File: config.mk
export PLATFORM = sky130hd
export DESIGN_NAME = aicb_regs
export DESIGN_NICKNAME = d
export VERILOG_FILES = /design/src/aicb_pkg.sv /design/src/aicb_regs.sv
export SDC_FILE = /design/constraint.sdc
export NUM_CORES = 1
export LEC_CHECK = 0
export ABC_CLOCK_PERIOD_IN_PS = 1100
export BUFFER_PORTS_ARGS = -buffer_cell sky130_fd_sc_hd__buf_2
export CELL_PAD_IN_SITES_DETAIL_PLACEMENT = 1
export CELL_PAD_IN_SITES_GLOBAL_PLACEMENT = 1
export CORE_MARGIN = 2
export CORE_UTILIZATION = 42
export CTS_BUF_LIST = sky130_fd_sc_hd__clkbuf_2
export DETAILED_ROUTE_END_ITERATION = 7
export PLACE_DENSITY_LB_ADDON = 0.1
export SYNTH_ARGS = -nofsm -noshare
export SYNTH_HDL_FRONTEND = slang
export SYNTH_SLANG_ARGS = --single-unit
File: constraint.sdc
create_clock -name clk_i -period 1.1 [get_ports clk_i]
set_input_delay 0.055 -clock clk_i [delete_from_list [all_inputs] [get_ports clk_i]]
set_output_delay 0.055 -clock clk_i [all_outputs]
set_load 0.02 [all_outputs]
File: src/aicb_pkg.sv
// shared constants and types for the adc irq latch, bias and channel-1 config slice
package aicb_pkg;
  localparam logic [7:0] ADDR_IRQ_CFG = 8'h32;
  localparam logic [7:0] ADDR_IRQ_MASK = 8'h33;
  localparam logic [7:0] ADDR_IRQ_LATCH = 8'h36;
  localparam logic [7:0] ADDR_BIAS_CFG = 8'h3b;
  localparam logic [7:0] ADDR_CH1_CFG = 8'h3c;
  localparam logic [7:0] ADDR_AGC_CTRL = 8'h6c;
  localparam logic [7:0] RST_ZERO = 8'h00;
  localparam logic [7:0] RST_MASK = 8'hff;
  localparam int BIT_CLK_ERR = 7;
  localparam int BIT_PLL_LOCK = 6;
  localparam int BIT_READBACK_SEL = 2;
  localparam int BIT_AGC_MODE = 3;
  localparam logic [7:0] BIAS_WMASK = 8'h73;
  localparam logic [7:0] CH1_WMASK = 8'hfd;
  localparam logic [7:0] CFG_WMASK = 8'he4;
  localparam logic [7:0] LATCH_BITS = 8'hc0;

  typedef struct packed {
    logic wr;
    logic rd;
    logic [7:0] addr;
    logic [7:0] wdata;
  } aicb_req_type;

  typedef struct packed {
    logic [2:0] mic_bias_select;
    logic [1:0] fullscale_select;
    logic chan1_input_kind;
    logic [1:0] chan1_source_select;
    logic chan1_coupling;
    logic [1:0] chan1_impedance;
    logic chan1_auto_gain_on;
  } aicb_cfg_type;
endpackage

File: src/aicb_regs.sv
// control register slice: latched interrupts, bias and channel-1 configuration
`timescale 1ns/1ns
module aicb_regs (
  input wire logic clk_i,
  input wire logic nrst_i,
  input wire aicb_pkg::aicb_req_type req_i,
  input wire logic clk_err_i,
  input wire logic pll_lock_i,
  output logic [7:0] rdata_o,
  output aicb_pkg::aicb_cfg_type cfg_o
);
  import aicb_pkg::*;

  logic [7:0] bias_fullscale_config;
  logic [7:0] chan1_input_config;
  logic [7:0] irq_cfg;
  logic [7:0] irq_mask_reg;
  logic [7:0] agc_control_reg;
  logic [7:0] latched_irq_status;
  logic [7:0] next_rdata;
  logic [7:0] latch_view;
  logic [1:0] evt_sync1;
  logic [1:0] evt_sync2;
  logic [1:0] evt_prev;
  logic [7:0] evt_set;
  logic latch_read;

  function automatic logic hit(input aicb_req_type r, input logic [7:0] a);
    return r.wr && (r.addr == a);
  endfunction

  // events come from other clock domains, so two flops before any use
  always_ff @(posedge clk_i or negedge nrst_i) begin
    if (!nrst_i) begin
      evt_sync1 <= 2'h0;
      evt_sync2 <= 2'h0;
      evt_prev <= 2'h0;
    end else begin
      evt_sync1 <= {clk_err_i, pll_lock_i};
      evt_sync2 <= evt_sync1;
      evt_prev <= evt_sync2;
    end
  end

  always_comb begin
    evt_set = 8'h00;
    evt_set[BIT_CLK_ERR] = evt_sync2[1] & ~evt_prev[1];
    evt_set[BIT_PLL_LOCK] = evt_sync2[0] & ~evt_prev[0];
  end

  assign latch_read = req_i.rd && (req_i.addr == ADDR_IRQ_LATCH);

  // set wins over the read clear so an edge in the read cycle is kept
  always_ff @(posedge clk_i or negedge nrst_i) begin
    if (!nrst_i) begin
      latched_irq_status <= RST_ZERO;
    end else if (latch_read) begin
      latched_irq_status <= evt_set;
    end else begin
      latched_irq_status <= latched_irq_status | evt_set;
    end
  end

  always_ff @(posedge clk_i or negedge nrst_i) begin
    if (!nrst_i) begin
      bias_fullscale_config <= RST_ZERO;
      chan1_input_config <= RST_ZERO;
      irq_cfg <= RST_ZERO;
      irq_mask_reg <= RST_MASK;
      agc_control_reg <= RST_ZERO;
    end else begin
      if (hit(req_i, ADDR_BIAS_CFG)) begin
        bias_fullscale_config <= req_i.wdata & BIAS_WMASK;
      end
      if (hit(req_i, ADDR_CH1_CFG)) begin
        chan1_input_config <= req_i.wdata & CH1_WMASK;
      end
      if (hit(req_i, ADDR_IRQ_CFG)) begin
        irq_cfg <= req_i.wdata & CFG_WMASK;
      end
      if (hit(req_i, ADDR_IRQ_MASK)) begin
        irq_mask_reg <= req_i.wdata;
      end
      if (hit(req_i, ADDR_AGC_CTRL)) begin
        agc_control_reg <= req_i.wdata;
      end
    end
  end

  // masked events stay latched; masking only hides them on readback, and only with irq_cfg readback select (bit 2) set
  assign latch_view = irq_cfg[BIT_READBACK_SEL] ?
    (latched_irq_status & ~irq_mask_reg & LATCH_BITS) : latched_irq_status;

  always_comb begin
    case (req_i.addr)
      ADDR_IRQ_CFG: next_rdata = irq_cfg;
      ADDR_IRQ_MASK: next_rdata = irq_mask_reg;
      ADDR_IRQ_LATCH: next_rdata = latch_view;
      ADDR_BIAS_CFG: next_rdata = bias_fullscale_config;
      ADDR_CH1_CFG: next_rdata = chan1_input_config;
      ADDR_AGC_CTRL: next_rdata = agc_control_reg;
      default: next_rdata = RST_ZERO;
    endcase
  end

  always_ff @(posedge clk_i or negedge nrst_i) begin
    if (!nrst_i) begin
      rdata_o <= RST_ZERO;
    end else if (req_i.rd) begin
      rdata_o <= next_rdata;
    end
  end

  always_ff @(posedge clk_i or negedge nrst_i) begin
    if (!nrst_i) begin
      cfg_o <= '0;
    end else begin
      cfg_o.mic_bias_select <= bias_fullscale_config[6:4];
      cfg_o.fullscale_select <= bias_fullscale_config[1:0];
      cfg_o.chan1_input_kind <= chan1_input_config[7];
      cfg_o.chan1_source_select <= chan1_input_config[6:5];
      cfg_o.chan1_coupling <= chan1_input_config[4];
      cfg_o.chan1_impedance <= chan1_input_config[3:2];
      // agc runs only with both enable and mode bit set
      cfg_o.chan1_auto_gain_on <= chan1_input_config[0] & agc_control_reg[BIT_AGC_MODE];
    end
  end

  property p_clk_err_latch;
    @(posedge clk_i) disable iff (!nrst_i)
    $rose(evt_sync2[1]) |=> latched_irq_status[BIT_CLK_ERR];
  endproperty
  a_clk_err_latch: assert property (p_clk_err_latch) else $error("clk error not latched");

  property p_pll_latch;
    @(posedge clk_i) disable iff (!nrst_i)
    $rose(evt_sync2[0]) |=> latched_irq_status[BIT_PLL_LOCK];
  endproperty
  a_pll_latch: assert property (p_pll_latch) else $error("pll lock not latched");

  property p_read_clears;
    @(posedge clk_i) disable iff (!nrst_i)
    latch_read && !evt_set[BIT_CLK_ERR] |=> !latched_irq_status[BIT_CLK_ERR];
  endproperty
  a_read_clears: assert property (p_read_clears) else $error("read did not clear latch");

  property p_bias_cfg;
    @(posedge clk_i) disable iff (!nrst_i)
    hit(req_i, ADDR_BIAS_CFG) |=> ##1 cfg_o.mic_bias_select == $past(req_i.wdata[6:4], 2);
  endproperty
  a_bias_cfg: assert property (p_bias_cfg) else $error("bias field wrong");

  property p_fullscale;
    @(posedge clk_i) disable iff (!nrst_i)
    hit(req_i, ADDR_BIAS_CFG) |=> ##1 cfg_o.fullscale_select == $past(req_i.wdata[1:0], 2);
  endproperty
  a_fullscale: assert property (p_fullscale) else $error("fullscale field wrong");

  property p_ch1_kind;
    @(posedge clk_i) disable iff (!nrst_i)
    hit(req_i, ADDR_CH1_CFG) |=> ##1 cfg_o.chan1_input_kind == $past(req_i.wdata[7], 2);
  endproperty
  a_ch1_kind: assert property (p_ch1_kind) else $error("input kind wrong");

  property p_ch1_src;
    @(posedge clk_i) disable iff (!nrst_i)
    hit(req_i, ADDR_CH1_CFG) |=> ##1 {cfg_o.chan1_source_select, cfg_o.chan1_coupling,
      cfg_o.chan1_impedance} == $past(req_i.wdata[6:2], 2);
  endproperty
  a_ch1_src: assert property (p_ch1_src) else $error("source fields wrong");

  property p_agc;
    @(posedge clk_i) disable iff (!nrst_i)
    cfg_o.chan1_auto_gain_on |-> $past(chan1_input_config[0]);
  endproperty
  a_agc: assert property (p_agc) else $error("agc on without enable");

  property p_masked_hidden;
    @(posedge clk_i) disable iff (!nrst_i)
    irq_cfg[BIT_READBACK_SEL] && irq_mask_reg[BIT_CLK_ERR] |-> !latch_view[BIT_CLK_ERR];
  endproperty
  a_masked_hidden: assert property (p_masked_hidden) else $error("masked irq visible");

  property p_read_clears_pll;
    @(posedge clk_i) disable iff (!nrst_i)
    latch_read && !evt_set[BIT_PLL_LOCK] |=> !latched_irq_status[BIT_PLL_LOCK];
  endproperty
  a_read_clears_pll: assert property (p_read_clears_pll) else $error("pll latch not cleared");

  // only a read may drop a latched bit
  property p_latch_keeps;
    @(posedge clk_i) disable iff (!nrst_i)
    !latch_read |=> ($past(latched_irq_status) & ~latched_irq_status) == RST_ZERO;
  endproperty
  a_latch_keeps: assert property (p_latch_keeps) else $error("latched irq lost");

  property p_no_spurious_err;
    @(posedge clk_i) disable iff (!nrst_i)
    $rose(latched_irq_status[BIT_CLK_ERR]) |-> $past(evt_set[BIT_CLK_ERR]);
  endproperty
  a_no_spurious_err: assert property (p_no_spurious_err) else $error("clk error without event");

  property p_unmasked_visible;
    @(posedge clk_i) disable iff (!nrst_i)
    irq_cfg[BIT_READBACK_SEL] && !irq_mask_reg[BIT_CLK_ERR] |->
      latch_view[BIT_CLK_ERR] == latched_irq_status[BIT_CLK_ERR];
  endproperty
  a_unmasked_visible: assert property (p_unmasked_visible) else $error("unmasked irq hidden");

  property p_agc_follows;
    @(posedge clk_i) disable iff (!nrst_i)
    hit(req_i, ADDR_CH1_CFG) |=> ##1 cfg_o.chan1_auto_gain_on ==
      ($past(req_i.wdata[0], 2) & $past(agc_control_reg[BIT_AGC_MODE]));
  endproperty
  a_agc_follows: assert property (p_agc_follows) else $error("agc output wrong");

  c_clk_err: cover property (@(posedge clk_i) disable iff (!nrst_i)
    latch_read && latched_irq_status[BIT_CLK_ERR]);
  c_set_on_read: cover property (@(posedge clk_i) disable iff (!nrst_i)
    latch_read && evt_set[BIT_PLL_LOCK]);
  c_agc_on: cover property (@(posedge clk_i) disable iff (!nrst_i) cfg_o.chan1_auto_gain_on);
  c_masked_read: cover property (@(posedge clk_i) disable iff (!nrst_i)
    latch_read && irq_cfg[BIT_READBACK_SEL] && latched_irq_status[BIT_PLL_LOCK]);
endmodule // aicb_regs

==> out/results.tsv <==
metric	value	unit
Crit path buffers/inverters	0	
Slew Limit Headroom	70.7	%
Clock Tree Buf Depth	2	
Hold Crit Class	primary input to asynchronous set/reset pin	
reg2reg path depth	4	
Post-Place Cells	338	
Avg Vias per Cell	5.27	
setup ws final	-132	ps
number of global-route vias before repair	2231	
Distinct cells, synth	39	
P per Cell Area	1240	nW/µm²
width of the die	81.7	µm
Post-Route Utilization	63.7	%
# DRC	0	
dpl ws	-427	ps
GRT Util Overall	25.3	%
die area	6680	µm²
leading area contributor after synthesis	dfrtp_1	
antenna violations before repair	0	
part of the cycle the worst path needs	112	%
Setup Skew	17.0	ps
die height	81.7	µm
Critical Path Max Stage Delay	580	ps
Vias	1951	
Yosys top cell area share	51.3	%
first drt pass iteration count	4	
Fmax achieved	0.812	GHz
Max Slew Vio Count	0	
Ports	42	
crit path from	irq_mask_reg[5]$_DFFE_PN1P_	
Top reg by flops	cfg_o	
first-pass GRT wire length	12000	µm
placed instance area	3230	µm²
H-tree depth	3	
nets	312	
CP max-delay cell	dfstp_2	
cell breakdown of the critical path	mux2i_2 -> o41ai_2 -> a311oi_2 -> a211oi_2	
post-route total power	4.63	mW
maxcap violations	0	
FF-to-FF setup slack	-130	ps
FF-to-FF End	rdata_o[5]$_DFFE_PN0P_	
largest fanout on the critical path	2	
largest net degree at the start of global routing	25	
worst vdd ir	0.585	mV
crit start category	flop	
flops & latches, synth	60	
post-route minimum period	1230	ps
max reg flops	12	
Post-Syn Area	2540	µm²
CTS tree	yes	
post-route cell area	3750	µm²
GPL Wtd Cong	0.892	
fillcell total	578	
unrepaired setup endpoints after global routing	true	
endpoints failing hold	0	
clock sinks	60	
Overflow after GRT	0	
antenna diode count	0	
yosys warns	0	
WHS	34.6	ps
critical path capture point type	flop	
Num CTS Buffers	9	
Worst-Skew Late Latency	470	ps
Layout Area Growth over Synthesis	47.7	%
root buf cell	clkbuf_2	
Setup TNS	-458	ps
final std cells w/o fill	370	
Setup Viol. Count Final	8	
Crit Path Category	flop to flop	
routed len/inst	20.7	µm
status	finished, violations left	
layout cells sized above 1	52.9	%
leakage	1.85	nW
DRT Wirelength	7650	µm
HPWL after detailed placement	5430	µm
Initial Utilization	43.1	%
Worst path top cell family by delay	flip-flops	
RR Startpoint	irq_mask_reg[5]$_DFFE_PN1P_	
Port Buffer Count	41	
clock-pin slew on the worst setup and hold paths	170	ps
failing checks	negative setup slack	
CP required	1510	ps
core area	5890	µm²
post-synthesis sequential area ratio	59.5	%
Net Count, Synth	211	
Slew @ Worst Pin	439	ps
Critical Path AT	1640	ps
number of routed nets with antenna violations	0	
Post-Syn Area per Cell	13.4	µm²
initial DRC count	86	
cell row count	28	
Synth area leaders	dfrtp_1 (51%), mux2_1 (16%), dfstp_2 (8.3%)	
Syn Inst Count	189	
[kinds of logic after synthesis]
logic type             count (synthesis)  synth area share [%]
muxes                                 38                  16.8
DFF                                   60                  59.5
AOI/OAI and AO/OA                     33                  9.17
buffers and inverters                 14                  2.46
and+or+nand+nor                       44                  12.1
[layout by cell type (no fill, tap or decap), types with 3 or more instances in the layout]
| master | count |
|---|---|
| dfrtp_1 | 52 |
| clkbuf_2 | 11 |
| a22oi_2 | 3 |
| a21oi_2 | 4 |
| buf_2 | 21 |
| mux2_1 | 19 |
| buf_6 | 20 |
| nor2_1 | 11 |
| nor2b_1 | 4 |
| dfstp_2 | 8 |
| mux2_4 | 16 |
| buf_4 | 41 |
| dlygate4sd3_1 | 12 |
| a22o_1 | 4 |
| nand2_1 | 5 |
| a31oi_1 | 3 |
| a211oi_1 | 3 |
| inv_1 | 6 |
| nand3b_1 | 4 |
[area by class of cell]
class                           count  area (µm²)  area share, %
Sequential cell                    60        1510           40.3
Multi-Input combinational cell    115        1180           31.6
Timing Repair Buffer               96         798           21.3
Tap cell                           75        93.8           2.50
Clock inverter                      5        76.3           2.04
Clock buffer                       11        55.1           1.47
Inverter                            8        30.0          0.801
[synthesized netlist by cell type (all sizes together)]
cell	count
dfrtp	52
nor2b	4
o311ai	1
a31oi	4
o211ai	1
nor2	11
nor3	3
a21oi	5
nand2	8
mux2i	2
nor3b	1
nor4	1
a22o	4
buf	4
a32o	1
o41ai	2
o21ai	3
clkbuf	2
nand3b	4
inv	8
and4	1
o22ai	2
nand2b	3
nand3	2
a22oi	3
mux2	36
a211oi	5
a21boi	1
and3	1
and2b	1
and4bb	1
and2	1
a311oi	1
nand4bb	2
dfstp	8
[metal layers]
metal | GRT usage [%] | wire (µm) | up-vias
met4 | 8.17 | 121 | 0
li1 | - | - | 889
met3 | 6.81 | 314 | 13
met5 | 0 | 0 | -
met1 | 31.5 | 3220 | 992
met2 | 42.6 | 4000 | 57
[repair_timing]
item | in CTS | in global routing
endpoints found under the hold margin | 95 | 0
pin swaps | 8 | 1
hold buffers | 12 | 0
gates resized for setup | 39 | 24
endpoints found under the setup margin | 16 | 26
buffers inserted | 4 | 1
gates cloned | 0 | 0
[power by group]
group | leakage [nW] | switching, mW | internal (mW)
clock network | 0.0796 | 0.824 | 0.761
registers | 0.770 | 0.0703 | 2.32
logic | 0.998 | 0.323 | 0.332
[worst max path at each step]
stage                                                 to  slack [ps]  cells after the start
global route                      rdata_o[7]$_DFFE_PN0P_        -150                      4
detailed placement           irq_mask_reg[4]$_DFFE_PN1P_        -430                      6
finish                            rdata_o[5]$_DFFE_PN0P_        -130                      4
CTS                               rdata_o[7]$_DFFE_PN0P_        -130                      4
floorplan           bias_fullscale_config[0]$_DFFE_PN0P_        -140                      5
global placement             irq_mask_reg[6]$_DFFE_PN1P_        -300                      6
Note: power is estimated with default switching activity, not from simulation.
